**src/design/sfps_pkg.sv**
```systemverilog
// Package with command encodings, codes and sequencer states for the flash sequencer
package sfps_pkg;
  localparam int unsigned ADDR_W     = 24;
  localparam int unsigned BANK_W     = 2;
  localparam int unsigned ROW_W      = 12;
  localparam int unsigned COL_W      = 10;
  localparam int unsigned DATA_W     = 16;
  localparam int unsigned STAT_W     = 8;
  localparam int unsigned CL_W       = 2;
  // Command encodings {ras_n, cas_n, we_n}
  localparam logic [2:0]  CMD_NOP    = 3'h7;
  localparam logic [2:0]  CMD_ACT    = 3'h3;
  localparam logic [2:0]  CMD_READ   = 3'h5;
  localparam logic [2:0]  CMD_WRITE  = 3'h4;
  localparam logic [2:0]  CMD_LCR    = 3'h0;
  // Operation codes placed on the low address byte
  localparam logic [7:0]  CODE_WSETUP = 8'h40;
  localparam logic [7:0]  CODE_RDSTAT = 8'h70;
  // Field positions inside the flat bus address
  localparam int unsigned COL_LSB    = 0;
  localparam int unsigned ROW_LSB    = 10;
  localparam int unsigned BANK_LSB   = 22;
  localparam logic [CL_W-1:0] CL_RST = 2'h2;
  typedef enum logic [2:0] {
    SFPS_IDLE, SFPS_LCR, SFPS_ACT, SFPS_RW, SFPS_WAIT, SFPS_DONE
  } sfps_state_e;
endpackage

```
**src/design/sfps_seq.sv**
```systemverilog
// Flash program and status-read command sequencer on the SDRAM command bus
// Overview of operation
// Any bus write into the flash region starts a program sequence.
// Program step one is Load Command Register with low address byte 0x40.
// That load command carries target bank and remaining address bits.
// Program step two is Active with target row and bank.
// Program step three is Write with column, bank and data word.
// No Burst Terminate ever follows the program write.
// Bus read starts status read: Load Command Register with low byte 0x70.
// That load command carries bank and other address bits of the location.
// Status step two is Active with bank and row of the location.
// Status step three is Read with bank and column of the location.
// Flash returns status on low 8 data lines after CAS latency.
// Bus transfer stays pending until write issued or status byte captured.
`timescale 1ns/1ps
module sfps_seq (
  input  wire logic                          mclk_i,
  input  wire logic                          rstn_i,
  input  wire logic                          req_i,
  input  wire logic                          wr_i,
  input  wire logic [sfps_pkg::ADDR_W-1:0]   addr_i,
  input  wire logic [sfps_pkg::DATA_W-1:0]   wdata_i,
  input  wire logic [sfps_pkg::CL_W-1:0]     cas_lat_i,
  output logic                               ack_o,
  output logic [sfps_pkg::STAT_W-1:0]        rdata_o,
  output logic                               busy_o,
  output logic                               cs_n_o,
  output logic                               ras_n_o,
  output logic                               cas_n_o,
  output logic                               we_n_o,
  output logic [sfps_pkg::BANK_W-1:0]        ba_o,
  output logic [sfps_pkg::ROW_W-1:0]         a_o,
  output logic [sfps_pkg::DATA_W-1:0]        dq_o,
  output logic                               dq_oe_o,
  input  wire logic [sfps_pkg::DATA_W-1:0]   dq_i
);
  sfps_pkg::sfps_state_e               state_q, state_d;
  logic                                wr_q;
  logic [sfps_pkg::ADDR_W-1:0]         addr_q;
  logic [sfps_pkg::DATA_W-1:0]         wdata_q;
  logic [2:0]                          cmd_q, cmd_d;
  logic [sfps_pkg::BANK_W-1:0]         ba_d;
  logic [sfps_pkg::ROW_W-1:0]          a_d;
  logic                                oe_d;
  logic                                ack_q, ack_d;
  logic [sfps_pkg::STAT_W-1:0]         rdata_q;
  logic                                cas_start;
  logic                                capture;

  // Address fields of the latched request
  wire [sfps_pkg::BANK_W-1:0] tgt_bank = addr_q[sfps_pkg::BANK_LSB +: sfps_pkg::BANK_W];
  wire [sfps_pkg::ROW_W-1:0]  tgt_row  = addr_q[sfps_pkg::ROW_LSB +: sfps_pkg::ROW_W];
  wire [sfps_pkg::COL_W-1:0]  tgt_col  = addr_q[sfps_pkg::COL_LSB +: sfps_pkg::COL_W];
  wire [7:0]                  op_code  = wr_q ? sfps_pkg::CODE_WSETUP
                                              : sfps_pkg::CODE_RDSTAT;
  // Load command: code on A[7:0], the rest of the row field above it
  wire [sfps_pkg::ROW_W-1:0]  lcr_addr = {tgt_row[sfps_pkg::ROW_W-1:8], op_code};

  always_comb begin
    state_d = state_q;
    cmd_d   = sfps_pkg::CMD_NOP;
    ba_d    = tgt_bank;
    a_d     = '0;
    oe_d    = 1'b0;
    ack_d   = 1'b0;
    case (state_q)
      sfps_pkg::SFPS_IDLE: begin
        if (req_i) begin
          state_d = sfps_pkg::SFPS_LCR;
        end
      end
      sfps_pkg::SFPS_LCR: begin
        cmd_d   = sfps_pkg::CMD_LCR;
        a_d     = lcr_addr;
        state_d = sfps_pkg::SFPS_ACT;
      end
      sfps_pkg::SFPS_ACT: begin
        cmd_d   = sfps_pkg::CMD_ACT;
        a_d     = tgt_row;
        state_d = sfps_pkg::SFPS_RW;
      end
      sfps_pkg::SFPS_RW: begin
        a_d = {{(sfps_pkg::ROW_W - sfps_pkg::COL_W){1'b0}}, tgt_col};
        if (wr_q) begin
          cmd_d   = sfps_pkg::CMD_WRITE;
          oe_d    = 1'b1;
          ack_d   = 1'b1;
          state_d = sfps_pkg::SFPS_DONE;
        end else begin
          cmd_d   = sfps_pkg::CMD_READ;
          state_d = sfps_pkg::SFPS_WAIT;
        end
      end
      sfps_pkg::SFPS_WAIT: begin
        if (capture) begin
          ack_d   = 1'b1;
          state_d = sfps_pkg::SFPS_DONE;
        end
      end
      sfps_pkg::SFPS_DONE: begin
        // Only NOP here; single writes need no Burst Terminate
        state_d = sfps_pkg::SFPS_IDLE;
      end
      default: begin
        state_d = sfps_pkg::SFPS_IDLE;
      end
    endcase
  end

  // Read command reaches the outputs at the end of SFPS_RW
  assign cas_start = (state_q == sfps_pkg::SFPS_RW) && !wr_q;

  sfps_cas_delay u_cas (
    .mclk_i    (mclk_i),
    .rstn_i    (rstn_i),
    .start_i   (cas_start),
    .cas_lat_i (cas_lat_i),
    .capture_o (capture)
  );

  always_ff @(posedge mclk_i) begin
    if (!rstn_i) begin
      state_q <= sfps_pkg::SFPS_IDLE;
      wr_q    <= 1'b0;
      addr_q  <= '0;
      wdata_q <= '0;
    end else begin
      state_q <= state_d;
      if (state_q == sfps_pkg::SFPS_IDLE && req_i) begin
        wr_q    <= wr_i;
        addr_q  <= addr_i;
        wdata_q <= wdata_i;
      end
    end
  end

  always_ff @(posedge mclk_i) begin
    if (!rstn_i) begin
      cmd_q   <= sfps_pkg::CMD_NOP;
      ba_o    <= '0;
      a_o     <= '0;
      dq_o    <= '0;
      dq_oe_o <= 1'b0;
      ack_q   <= 1'b0;
    end else begin
      cmd_q   <= cmd_d;
      ba_o    <= ba_d;
      a_o     <= a_d;
      dq_o    <= wdata_q;
      dq_oe_o <= oe_d;
      ack_q   <= ack_d;
    end
  end

  // Flash data is synchronous to mclk; extra stages would skew the CAS count
  always_ff @(posedge mclk_i) begin
    if (!rstn_i) begin
      rdata_q <= '0;
    end else begin
      if (ack_d && !wr_q) begin
        rdata_q <= dq_i[sfps_pkg::STAT_W-1:0];
      end
    end
  end

  assign cs_n_o  = (cmd_q == sfps_pkg::CMD_NOP);
  assign ras_n_o = cmd_q[2];
  assign cas_n_o = cmd_q[1];
  assign we_n_o  = cmd_q[0];
  assign ack_o   = ack_q;
  assign rdata_o = rdata_q;
  assign busy_o  = (state_q != sfps_pkg::SFPS_IDLE);
endmodule // sfps_seq

```
**src/design/sfps_cas_delay.sv**
```systemverilog
// CAS latency counter that flags the cycle to capture read data
`timescale 1ns/1ps
module sfps_cas_delay (
  input  wire logic                       mclk_i,
  input  wire logic                       rstn_i,
  input  wire logic                       start_i,
  input  wire logic [sfps_pkg::CL_W-1:0]  cas_lat_i,
  output logic                            capture_o
);
  logic [sfps_pkg::CL_W-1:0] cnt_q;
  logic                      run_q;

  always_ff @(posedge mclk_i) begin
    if (!rstn_i) begin
      cnt_q <= 2'h0;
      run_q <= 1'b0;
    end else if (start_i) begin
      cnt_q <= (cas_lat_i == 2'h0) ? 2'h1 : cas_lat_i;
      run_q <= 1'b1;
    end else if (run_q) begin
      if (cnt_q == 2'h0) begin
        run_q <= 1'b0;
      end else begin
        cnt_q <= cnt_q - 2'h1;
      end
    end
  end

  // Latency of 0 is treated as 1; the flash needs at least one cycle.
  // Capture edge lands CL edges after the flash has taken the read.
  assign capture_o = run_q && (cnt_q == 2'h0);
endmodule // sfps_cas_delay

```
**config.mk**
```make
export PLATFORM = sky130hd
export DESIGN_NAME = sfps_seq
export DESIGN_NICKNAME = d
export VERILOG_FILES = /design/src/design/sfps_pkg.sv /design/src/design/sfps_seq.sv /design/src/design/sfps_cas_delay.sv
export SDC_FILE = /design/constraint.sdc
export NUM_CORES = 1
export LEC_CHECK = 0
export BUFFER_PORTS_ARGS = -buffer_cell sky130_fd_sc_hd__buf_2
export CORE_MARGIN = 2
export CORE_UTILIZATION = 40
export DETAILED_ROUTE_END_ITERATION = 16
export GPL_TIMING_DRIVEN = 0
export PLACE_DENSITY_LB_ADDON = 0.15
export SYNTH_ARGS = -nofsm -noshare
export SYNTH_HDL_FRONTEND = slang
export SYNTH_SLANG_ARGS = --single-unit
export TNS_END_PERCENT = 10
```
**constraint.sdc**
```tcl
create_clock -name mclk_i -period 4.3 [get_ports mclk_i]
set_input_delay 0.215 -clock mclk_i [delete_from_list [all_inputs] [get_ports mclk_i]]
set_output_delay 0.215 -clock mclk_i [all_outputs]
set_load 0.02 [all_outputs]
```
After elaboration in Yosys (flattened, before gate mapping)
Cells that the tools add are included.
W data, S select, Z words.
{"block": "totals", "latchBits": 0, "elab_cells": 53, "ramBits": 0, "mem_bits_ro": 0, "output_inout_bits": 45, "memories": 0, "register_bits": 90, "in_bits": 62}
{"block": "classes", "mux": 18, "magnitude_cmp": 0, "eq_ne": 8, "addsub": 1, "mul": 0, "n_reduce_logical": 13, "shifts": 0, "n_div": 0, "bitwise_logic": 0}
{"operator": "$pmux W12 S3", "count": 1}
{"operator": "$pmux W3 S5", "count": 1}
{"operator": "$pmux W3 S3", "count": 1}
{"operator": "$mux W2", "count": 4}
{"operator": "$mux W1", "count": 7}
{"operator": "$eq A3 B2 Y1 const B", "count": 2}
{"operator": "$eq A3 B3 Y1 const B", "count": 2}
{"operator": "$mux W3", "count": 2}
{"operator": "$mux W6", "count": 1}
{"operator": "$ne A2 B2 Y1 const B", "count": 3}
{"operator": "$reduce_and A2 Y1", "count": 3}
{"operator": "$logic_and A1 B1 Y1", "count": 4}
{"operator": "$logic_not A2 Y1", "count": 2}
{"operator": "$eq A3 B1 Y1 const B", "count": 1}
{"operator": "$logic_not A3 Y1", "count": 1}
{"operator": "$reduce_bool A3 Y1", "count": 1}
{"operator": "$pmux W1 S2", "count": 1}
{"operator": "$reduce_bool A2 Y1", "count": 1}
{"operator": "$sub A2 B1 Y2 const B", "count": 1}
{"operator": "$logic_not A1 Y1", "count": 1}

Longest topological paths before layout
Gate-level depths: netlist of the first run.
{"block": "logic_depth", "word_depth": 5, "ltp_mapped": 5, "ltp_nobuf": 5}

Modules after synthesis
From an unflattened synthesis of the first run, not the netlist that was laid out.
{"block": "unflattened", "cells_unflattened": 351, "hier_area_um2": 3173.0}
{"module": "sfps_seq", "area_each_um2": 3009.1, "cells_each": 333, "n_inst": 1, "seq_area_each_um2": 1741.7}
{"module": "sfps_cas_delay", "area_each_um2": 163.9, "cells_each": 18, "n_inst": 1, "seq_area_each_um2": 60.1}

Least setup slack after synthesis of the first run
Ideal clock, no wire load.
{"block": "synth_timing", "path_type": "register -> register", "startpoint": "register state_q[0]", "endpoint": "register wdata_q[14] in the netlist's numbering", "synth_period_minus_slack_ns": 1.460, "required_ns": 4.182, "path_stages_with_launch": 5, "path_buffers": 2, "setup_ns": 0.118, "slack_ns": 2.840, "arrival_ns": 1.342, "path_cell_list": "dfxtp_1 > buf_4 > nor4b_4 > buf_6 > o21ai_1"}
{"block": "synth_via", "elab_chain_cells": 2}
{"item": "from (decl)", "line_no": "sfps_seq.sv:37", "source": "sfps_pkg::sfps_state_e state_q, state_d;"}
{"item": "from (signal assigned)", "line_no": "sfps_seq.sv:123", "source": "state_q <= sfps_pkg::SFPS_IDLE;"}
{"item": "from (signal assigned)", "line_no": "sfps_seq.sv:128", "source": "state_q <= state_d;"}
{"item": "$logic_not A3 Y1", "line_no": "sfps_seq.sv:129", "source": "if (state_q == sfps_pkg::SFPS_IDLE && req_i) begin"}
{"item": "$logic_and A1 B1 Y1", "line_no": "sfps_seq.sv:129"}
{"item": "to (signal assigned)", "line_no": "sfps_seq.sv:132", "source": "wdata_q <= wdata_i;"}
{"item": "to (decl)", "line_no": "sfps_seq.sv:40", "source": "logic [sfps_pkg::DATA_W-1:0] wdata_q;"}
No other way between the ends.
A chain may end at the register's enable or synchronous reset.

Final worst setup path of the first run
{"block": "layout_timing", "startpoint": "register state_q[1]", "endpoint": "output port busy_o"}
{"block": "layout_via", "elab_chain_cells": 1}
{"item": "$reduce_bool A3 Y1", "line_no": "sfps_seq.sv:172", "source": "assign busy_o = (state_q != sfps_pkg::SFPS_IDLE);"}
{"item": "to (decl)", "line_no": "sfps_seq.sv:26", "source": "output logic busy_o,"}
No other way between the ends.

==> results of run 1 <==
==> sequential cells by signal, indices dropped and copies added, names as in the netlist <==
name,flops
dq_o,16
u_cas.cnt_q,2
u_cas.run_q,1
addr_q,24
cmd_q,3
dq_oe_o,1
rdata_o,8
ba_o,2
a_o,12
wr_q,1
state_q,3
ack_o,1
wdata_q,16
==> cells in the mapped netlist (2+ instances only) <==
cell	instances
buf_2	6
and3_1	3
and2_1	2
buf_4	3
o21ai_1	9
nor2_1	9
clkbuf_1	7
or3_1	2
inv_1	22
a21oi_1	7
nor2b_1	4
buf_6	9
o21ai_2	30
o21ai_0	7
a21boi_0	2
dfxtp_1	90
nand2_1	70
nand3_1	45
nand2b_1	3
mux2i_1	13
==> worst max path at each step <==
stage / start / to / slack, ns / cells past startpoint
floorplan: state_q[0] / wdata_q[14] / 2.84 / 4
detailed placement: state_q[0] / addr_q[18] / 2.56 / 5
CTS: state_q[1] / busy_o / 2.51 / 4
global route: state_q[1] / busy_o / 2.45 / 4
finish: state_q[1] / busy_o / 2.53 / 4
global placement: state_q[0] / addr_q[18] / 2.59 / 5
==> power breakdown <==
part / leakage [nW] / total (mW) / switching, mW / internal [mW]
clock: 0.134 / 0.744 / 0.284 / 0.460
sequential: 0.734 / 0.936 / 0.0282 / 0.907
combinational: 1.09 / 0.370 / 0.229 / 0.141
total: 1.96 / 2.05 / 0.541 / 1.51
==> cells in the final DEF (no fill, tap or decap), drive strengths merged <==
cell / instances
clkinv: 1
nor2b: 4
nand2b: 3
o31ai: 1
nand3b: 1
or3: 2
and3: 3
xor2: 1
nor2: 9
nor4b: 1
and4: 1
nand3: 45
inv: 22
and3b: 1
o21ai: 46
dfxtp: 90
nand4bb: 1
nor4: 1
xnor2: 1
buf: 116
and2: 3
clkbuf: 18
a21oi: 7
o2111ai: 1
a21boi: 2
bufinv: 4
ha: 1
mux2i: 13
nand2: 70
==> worst max-delay path: cells and delay by family, from the launching register on <==
kind | cells | cell delay, ns
flip-flops | 1 | 0.30
AND/OR/NAND/NOR | 1 | 0.36
buffers and inverters | 3 | 0.56
==> area by class of cell <==
class	count	area (µm²)
clock inverter	5	125
fill	821	3920
clock buffer	11	141
tap	105	131
multi-input combinational	218	1270
timing repair buffer	97	485
sequential	90	1800
inverter	22	82.6
buffer	26	184
==> cells by family after synthesis <==
logic type	count (synthesis)
xor gates and xnor gates	2
adders and majority gates	1
DFF	90
AOI/OAI and AO/OA	57
muxes	13
and+or+nand+nor	145
buffers and inverters	48
==> metal layers <==
| layer | vias up | GRT usage (%) |
|---|---|---|
| li1 | 1393 | - |
| met1 | 1238 | 20.4 |
| met2 | 75 | 28.2 |
| met3 | 6 | 4.66 |
| met4 | 0 | 7.49 |
| met5 | - | 0 |
==> through the flow <==
| step | cell area [µm²] | setup WS [ns] | instances | hold slack (ns) |
|---|---|---|---|---|
| after global routing | 4220 | 2.45 | 574 | 0.0835 |
| after CTS | 4220 | 2.51 | 574 | 0.0702 |
| after detailed placement | 3950 | 2.56 | 558 | 0.423 |
| final | 4220 | 2.53 | 574 | 0.0856 |
| after global placement | 3950 | 2.59 | 558 | 0.411 |
| after floorplan | 3330 | 2.84 | 356 | 0.345 |
==> impl_summary.txt, run 1 <==
----------------------------------------------------
[Power and ir drop]
  Power Total ... 2.05 mW
  Power Dens Cells ... between 400 and 500 nW/µm²
  Cell leakage power ... 1.96 nW
  Worst vdd rail ir drop ... 224 µV

[Synthesis]
  Sequential element share of the synthesized area ... a little over half
  Largest cells by area after synthesis ... dfxtp_1, nand2_1, o21ai_2
  Post-synth cell types ... 33
  Syn avg cell area ... roughly 9.4 µm²
  Number of instances in the synthesized netlist ... 356
  Post-Synth XOR/XNOR Area ... less than 1%
  Area share of the leading cell type in the synthesized netlist ... around 54%
  EDFF count, synth ... 0
  Flip-flop cell with the highest count after synthesis ... dfxtp_1
  Dominant combinational cell family by area after synthesis ... simple AND/OR/NAND/NOR gates
  Async SR Flop Fraction ... 0%
  Synth Area in Adders ... less than 1%
  Compound-Gate Fraction of Synth Area ... between 10% and 20%
  Post-Syn Area ... approximately 3300 µm²
  Number of warnings reported in the yosys synthesis log ... 0
  Synthesis-stage register bit count ... 90
  Syn Nets ... between 400 and 500
  Post-synthesis mux area share ... under 10%
  Simple-gate share of the synthesized area ... 20.9%
  Post-synth top area cell ... dfxtp_1

[Timing]
  Count of endpoints failing hold in the final timing report ... 0
  Final worst path period share ... between 40 and 50%
  Fmax ... between 500 and 600 MHz
  Final clock skew ... approximately 0.0084 ns
  Worst slew margin relative to its limit ... a little over two fifths
  Count of final setup violators ... 0
  Unrepaired setup endpoints after global routing ... false
  Sum of negative setup slack ... 0 ns
  Worst Tran Pin Value ... between 0.8 and 0.9 ns
  Fin crit period ... between 1.5 and 2 ns
  Final Max Tran Viols ... 0

[Finish]
  Share of final-layout standard cells stronger than drive strength 1 ... 34.5%
  Antenna diode instance count ... 0
  Signed area change from the synthesized netlist to the final layout ... 26.5%
  Post-layout utilization of the core ... 51.9%
  Nets ... 527

[Setup path]
  Largest stage delay, worst path ... around 0.36 ns
  List of cells traversed by the critical path ... buf_2, clkbuf_1, or3_1, buf_2
  Worst Path Required ... 4.09 ns
  Critical setup path kind ... reg -> out
  Source of the worst register-to-register timing path ... state_q[2]
  Depth of the worst register-to-register path ... 5
  Largest fanout of any net on the critical path ... 10
  Slack of the worst reg-to-reg path ... 2.59 ns
  Library cell contributing the largest single delay on the critical path ... or3_1
  Reg2reg end ... addr_q[18]
  Sort of element at the start of the critical path ... register
  Most frequent CP cell ... buf_2
  Critical path data arrival time ... about 1.6 ns
  Worst setup EP type ... primary output

[Clock tree]
  Insertion delay of the later-clocked pin in the worst-skew pair ... ~0.35 ns
  Library cell used as clock root buffer ... clkbuf_8
  Sink Count ... 90
  Post-CTS Repair Setup Buffers ... 0
  H-tree level count ... 3
  Clock transition time at the flip-flop clock pins of the worst setup and hold paths ... ~0.09 ns
  Number of buffers inserted during clock tree synthesis ... 9
  Post-cts hold buffer count ... 0
  Number of cells upsized or downsized after cts ... 0
  TritonCTS clock tree ... yes
  CTS Buffer Depth ... 2

[Routing]
  Iter 0 DRT Violations ... between 70 and 80
  Post-route ant nets ... 0
  Final wirelength ... around 7.4 mm
  Detailed Routing Iterations Pass 1 ... 4
  Routed wire length per instance ... between 10 and 15 µm
  Wire length on met3 ... 512 µm
  Top routing layer used ... met4
  Vias after detailed routing ... 2712
  Met2 wire length ... 3.44 mm
  Vias/cell ... 4.72
  Drc violations ... 0
  WL met1 ... 3.35 mm

[Floorplanning]
  Starting density of the core ... between 40% and 50%
  Floorplan die height ... between 90 and 100 µm
  Placeable Area ... between 8000 and 9000 µm²
  X dimension of the die ... approximately 95 µm
  Num rows ... 33
  Number of top-level pins ... approximately 110
  Die area ... ~9000 µm²

[Min path]
  Hold WC Path Type ... in -> reg
  Cell depth of the worst min-delay path ... 3
  Capture endpoint of the worst hold path ... addr_q[11]
  Start point of the worst hold path ... addr_i[11]

[Global routing]
  Pin count of the biggest net entering global routing ... 15
  Number of global-route vias before repair ... around 2600
  Global-route usage over all layers ... between 15 and 20%
  Wire length of the first global-routing pass ... 11.7 mm
  Overflow left after global routing ... 0
  Antenna violations before repair ... 0

[Run]
  Number of maximum-capacitance violations ... 0

[Placed design]
  Count of input and output buffers ... 97
  DP HPWL ... approximately 5.4 mm
  Routability cong. ... approximately 0.80

[Status]
  Result of the run ... finished clean

----------------------------------------------------
Note: power is estimated with default switching activity, not from simulation.
==> run 2: changes to the inputs <==
Settings changed: ABC_AREA set to 1.
Clock period 4.3 ns to 1.6 ns, I/O delays scaled along.
==> impl_summary.txt, run 2 <==
----------------------------------------------------
[Timing]
  Sum of negative setup slack ... 0 ns
  Fin crit period ... between 1 and 1.5 ns
  Worst slew margin relative to its limit ... between 50% and 60%
  Fmax ... about 670 MHz
  Smallest hold slack ... about 0.0062 ns
  Unrepaired setup endpoints after global routing ... false
  Final clock skew ... around 0.012 ns
  Final worst path period share ... just over 90%
  Final Max Tran Viols ... 0
  Count of final setup violators ... 0
  Worst Tran Pin Value ... ~0.65 ns
  Worst setup margin ... 0.108 ns
  Count of endpoints failing hold in the final timing report ... 0

[Setup path]
  Critical setup path kind ... reg -> out
  Slack of the worst reg-to-reg path ... 0.13 ns
  Reg2reg end ... addr_q[2]
  Worst setup EP type ... primary output
  Sort of element at the start of the critical path ... register
  Critical path data arrival time ... 1.41 ns
  Worst Path Required ... 1.52 ns
  Depth of the worst register-to-register path ... 8
  Source of the worst register-to-register timing path ... state_q[1]
  Largest fanout of any net on the critical path ... 10

[Status]
  Result of the run ... finished clean

[Floorplanning]
  Die area ... about 9000 µm²
  Starting density of the core ... 41.7%
  Num rows ... 32
  Number of top-level pins ... 107
  Floorplan die height ... around 94 µm
  X dimension of the die ... 94.3 µm
  Placeable Area ... between 7000 and 8000 µm²

[Global routing]
  Antenna violations before repair ... 0
  Wire length of the first global-routing pass ... about 13 mm
  Pin count of the biggest net entering global routing ... 15
  Global-route usage over all layers ... 19.3%
  Number of global-route vias before repair ... ~2800
  Overflow left after global routing ... 0

[Synthesis]
  Syn Nets ... 474
  Number of warnings reported in the yosys synthesis log ... 0
  Leading cell type by number of instances after synthesis ... nand2_1
  Top cells by count, synth ... nand2_1, dfxtp_1, a21oi_1
  Area share of the leading cell type in the synthesized netlist ... 55.3%
  Post-synth cell types ... 24
  Number of instances in the synthesized netlist ... approximately 400
  Sequential element share of the synthesized area ... a little under three fifths
  Post-synth top area cell ... dfxtp_1
  Syn avg cell area ... just under 8 µm²
  Post-Syn Area ... 3260 µm²
  Largest cells by area after synthesis ... dfxtp_1, nand2_1, a21oi_1
  Flip-flop cell with the highest count after synthesis ... dfxtp_1
  Async SR Flop Fraction ... 0%
  Synthesis-stage register bit count ... 90
  EDFF count, synth ... 0

[Placed design]
  Count of input and output buffers ... a little under 100
  Worst setup slack after placement ... ~0.18 ns
  Routability cong. ... 0.811
  DP HPWL ... 5.46 mm

[Finish]
  Share of final-layout standard cells stronger than drive strength 1 ... approximately a quarter
  Nets ... about 630
  Antenna diode instance count ... 0
  Signed area change from the synthesized netlist to the final layout ... 39.9%
  Filler instances ... about 740
  Registers with the most flip-flops ... addr_q: 24 flops, dq_o: 16 flops, wdata_q: 16 flops
  Largest register FFs ... 24
  Most frequent cells in the layout ... nand2_1, buf_2, dfxtp_1
  Most common library cell in the layout ignoring fill and taps ... nand2_1
  Post-layout utilization of the core ... 58.4%
  Most flop-heavy register ... addr_q

[Routing]
  Final wirelength ... slightly above 8 mm
  Drc violations ... 0
  Post-route ant nets ... 0
  Detailed Routing Iterations Pass 1 ... 4
  Iter 0 DRT Violations ... 101
  Vias after detailed routing ... roughly 3100
  Vias/cell ... around 4.6
  Routed wire length per instance ... 12.1 µm

[Clock tree]
  Number of cells upsized or downsized after cts ... 0
  H-tree level count ... 3
  Insertion delay of the later-clocked pin in the worst-skew pair ... roughly 0.35 ns
  Library cell used as clock root buffer ... clkbuf_8
  Number of buffers inserted during clock tree synthesis ... 9
  Clock transition time at the flip-flop clock pins of the worst setup and hold paths ... around 0.08 ns
  Sink Count ... 90
  CTS Buffer Depth ... 2
  TritonCTS clock tree ... yes

[Power and ir drop]
  Power Dens Cells ... 1140 nW/µm²
  Cell leakage power ... between 2 and 2.5 nW
  Worst vdd rail ir drop ... about 440 µV

[Min path]
  Cell depth of the worst min-delay path ... 3
  Capture endpoint of the worst hold path ... addr_q[15]
  Hold WC Path Type ... in -> reg
  Start point of the worst hold path ... addr_i[15]

[Run]
  Number of maximum-capacitance violations ... 0

----------------------------------------------------
-- run 2: changes by cell type in the layout (fill, tap and decap cells not counted), moves of 6 or more --
cell	previous run	this run
a21oi_1	7	54
dlygate4sd3_1	0	44
nand2_1	70	112
o21ai_2	30	0
nor2_1	9	27
inv_1	22	39
mux2i_1	13	0
o21ai_1	9	0
o21ai_0	7	1
-- run 2: where the power goes --
group          switching [mW]  internal, mW
sequential             0.0710          2.39
combinational           0.518         0.378
clock                   0.762          1.08
-- run 2: cell type report --
type | count | area, µm² | area share (%)
Buffer | 25 | 145 | 3.18
Clock buffer | 11 | 141 | 3.10
Clock inverter | 4 | 98.8 | 2.17
Inverter | 41 | 154 | 3.38
Multi-Input combinational cell | 255 | 1160 | 25.4
Sequential cell | 90 | 1800 | 39.5
Tap cell | 102 | 128 | 2.80
Timing Repair Buffer | 142 | 933 | 20.5
-- run 2: stage by stage --
| stage | std cells | power (mW) | area [µm²] |
|---|---|---|---|
| finish | 670 | 5.20 | 4560 |
| global route | 670 | 5.48 | 4560 |
| CTS | 670 | 5.25 | 4560 |
| detailed placement | 610 | 3.32 | 3870 |
| global placement | 610 | 3.31 | 3870 |
| floorplan | 411 | 3.05 | 3260 |
-- run 2: worst max-delay path by stage --
| stage | endpoint | slack [ns] | depth (start not counted) | from |
|---|---|---|---|---|
| after CTS | busy_o | 0.08 | 6 | state_q[1] |
| after global routing | rdata_o[2] | 0.009 | 8 | u_cas.cnt_q[0] |
| after floorplan | rdata_o[5] | 0.38 | 9 | u_cas.cnt_q[0] |
| after detailed placement | rdata_o[5] | 0.18 | 9 | u_cas.cnt_q[0] |
| after global placement | cmd_q[2] | 0.21 | 7 | state_q[2] |
| final | busy_o | 0.11 | 6 | state_q[1] |
-- run 2: what timing repair did --
| item | CTS | global route |
|---|---|---|
| hold buffers | 44 | 0 |
| setup buffers | 1 | 0 |
| hold endpoints to repair | 44 | 0 |
| setup endpoints to repair | 1 | 0 |
-- run 2: routing by layer --
layer / part of all wire (%) / track usage, % / vias up
met2: 47 / 31.1 / 78
met4: 1.7 / 7.00 / 0
met5: 0 / 0 / -
met1: 46 / 24.9 / 1373
li1: - / - / 1602
met3: 4.9 / 4.98 / 11
-- run 2: cells by family (layout without fill, tap and decap cells) --
family                   count (synthesis)  after routing  share of synthesized area, %
AO/OA/AOI/OAI                           57             57                          8.91
AND/OR/NAND/NOR                        197            197                          26.2
adder cells (fa/ha/maj)                  1              1                         0.384
buffers and inverters                   66            223                          9.18
flip-flops                              90             90                          55.3
-- run 2: critical path, stage by stage (launching register included) --
cell and delay, ns:
dfxtp_1 0.37, nor2_4 0.16, inv_2 0.09, nor2_8 0.12, buf_6 0.14, inv_1 0.04
buf_2 0.15
==> run 3: changes to the inputs <==
Settings changed: PLACE_DENSITY set to 0.72, PLACE_DENSITY_LB_ADDON 0.15 to not set.
==> impl_summary.txt, run 3 (synthesis gave the netlist of run 2 again) <==
----------------------------------------------------
[Clock tree]
  Insertion delay of the later-clocked pin in the worst-skew pair ... 0.35 ns
  Library cell used as clock root buffer ... clkbuf_8
  CTS Buffer Depth ... 2
  Clock transition time at the flip-flop clock pins of the worst setup and hold paths ... roughly 0.080 ns
  H-tree level count ... 3
  Number of buffers inserted during clock tree synthesis ... 9
  Sink Count ... 90
  TritonCTS clock tree ... yes

[Floorplanning]
  X dimension of the die ... approximately 94 µm
  Floorplan die height ... roughly 94 µm
  Starting density of the core ... 41.7%
  Num rows ... 32
  Number of top-level pins ... around 110
  Placeable Area ... approximately 7800 µm²
  Die area ... approximately 8900 µm²

[Setup path]
  Source of the worst register-to-register timing path ... state_q[1]
  Critical path data arrival time ... 1.46 ns
  Critical setup path kind ... reg -> out
  Library cell contributing the largest single delay on the critical path ... dfxtp_1
  Sort of element at the start of the critical path ... register
  Largest fanout of any net on the critical path ... 10
  Largest stage delay, worst path ... 0.37 ns
  Worst setup EP type ... primary output
  List of cells traversed by the critical path ... nor2_4, inv_2, nor2_8, buf_6, inv_1, buf_2
  Worst Path Required ... ~1.5 ns
  Crit. Startpoint ... state_q[1]
  Slack of the worst reg-to-reg path ... approximately 0.13 ns
  Depth of the worst register-to-register path ... 8

[Finish]
  Registers with the most flip-flops ... addr_q: 24 flops, dq_o: 16 flops, wdata_q: 16 flops
  Most common library cell in the layout ignoring fill and taps ... nand2_1
  Largest register FFs ... 24
  Post-layout utilization of the core ... between 50% and 60%
  Finished Layout Cells ... just under 700
  Signed area change from the synthesized netlist to the final layout ... 40.6%
  Share of final-layout standard cells stronger than drive strength 1 ... between 20% and 30%
  Filler instances ... between 700 and 800
  Nets ... roughly 630
  Antenna diode instance count ... 0
  Most frequent cells in the layout ... nand2_1, buf_2, dfxtp_1
  Most flop-heavy register ... addr_q

[Min path]
  Hold WC Path Type ... in -> reg
  Start point of the worst hold path ... wdata_i[14]
  Cell depth of the worst min-delay path ... 3

[Routing]
  Final wirelength ... between 8 and 9 mm
  Detailed Routing Iterations Pass 1 ... 4
  Iter 0 DRT Violations ... 96
  Routed wire length per instance ... roughly 12 µm
  Vias after detailed routing ... between 3000 and 4000
  Post-route ant nets ... 0
  Vias/cell ... around 4.7
  Drc violations ... 0

[Global routing]
  Global-route usage over all layers ... between 10% and 20%
  Number of global-route vias before repair ... a little under 3000
  Antenna violations before repair ... 0
  Wire length of the first global-routing pass ... approximately 13 mm
  Overflow left after global routing ... 0
  Pin count of the biggest net entering global routing ... 17

[Timing]
  Final worst path period share ... between 90% and 100%
  Final Max Tran Viols ... 0
  Final clock skew ... roughly 0.012 ns
  Fmax ... 648 MHz
  Worst Tran Pin Value ... 0.602 ns
  Worst slew margin relative to its limit ... 59.9%
  Count of final setup violators ... 0
  Fin crit period ... ~1.5 ns
  Count of endpoints failing hold in the final timing report ... 0

[Placed design]
  Count of input and output buffers ... 97
  DP HPWL ... 5.64 mm
  Routability cong. ... 0.849
  Cell count after placement ... a little over 600

[Power and ir drop]
  Power Dens Cells ... around 1100 nW/µm²
  Worst vdd rail ir drop ... roughly 950 µV
  Cell leakage power ... ~2.2 nW

[Run]
  Number of maximum-capacitance violations ... 0

[Status]
  Result of the run ... finished clean

----------------------------------------------------
[run 3: changes by cell type in the layout (fill, tap and decap cells not counted), sizes merged, moves of 2 or more]
cell and change:
buf +3, clkinv +2, dlygate4sd3 +4, bufinv -2
[run 3: timing repair]
action / CTS / global route
resized for setup: 0 / 0
endpoints found under the setup margin: 0 / 1
setup buffers: 0 / 4
hold endpoints to repair: 48 / 0
hold buffers: 48 / 0
[run 3: metal layers]
| metal | GRT usage [%] | wire [µm] | up-vias |
|---|---|---|---|
| met5 | 0 | 0 | - |
| met4 | 4.95 | 121 | 0 |
| met3 | 4.98 | 529 | 13 |
| met2 | 32.9 | 4110 | 111 |
| met1 | 21.6 | 3500 | 1422 |
| li1 | - | - | 1611 |
[run 3: worst max-delay path: cells and delay by family, from the launching register on]
kind | cells | cell delay [ns]
buffers and inverters | 4 | 0.44
and+or+nand+nor | 2 | 0.31
DFF | 1 | 0.37
[run 3: stage by stage]
step / hold WS (ns) / total power, mW / area [µm²] / setup WS [ns] / setup TNS, ns
2_1_floorplan: 0.215 / 3.05 / 3260 / 0.378 / 0
3_3_place_gp: 0.304 / 3.29 / 3870 / 0.227 / 0
3_5_place_dp: 0.315 / 3.31 / 3870 / 0.201 / 0
4_1_cts: 0.00180 / 4.94 / 4550 / 0.00812 / 0
5_1_grt: 0.0205 / 5.17 / 4580 / -0.00771 / -0.00771
6_report: 0.0213 / 4.95 / 4580 / 0.0569 / 0
[run 3: power breakdown]
group | total, mW | switching (mW) | internal (mW)
Clock | 1.55 | 0.808 | 0.739
Combinational | 0.935 | 0.529 | 0.407
Sequential | 2.46 | 0.0723 | 2.39
Total | 4.95 | 1.41 | 3.54
[run 3: worst paths after layout]
| check | end |
|---|---|
| worst max-delay path | busy_o |
| worst min register to register | dq_o[3] |
| worst min-delay path | wdata_q[14] |
| worst max register to register | addr_q[3] |
[run 3: cell type report]
type                       count  area [µm²]  area share, %
clock inverter                 6        72.6           1.58
buffer                        25         145           3.17
clock buffer                  10         128           2.79
sequential                    90        1800           39.3
inverter                      41         154           3.36
multi-input combinational    255        1160           25.3
tap                          102         128           2.79
timing repair buffer         149         996           21.7
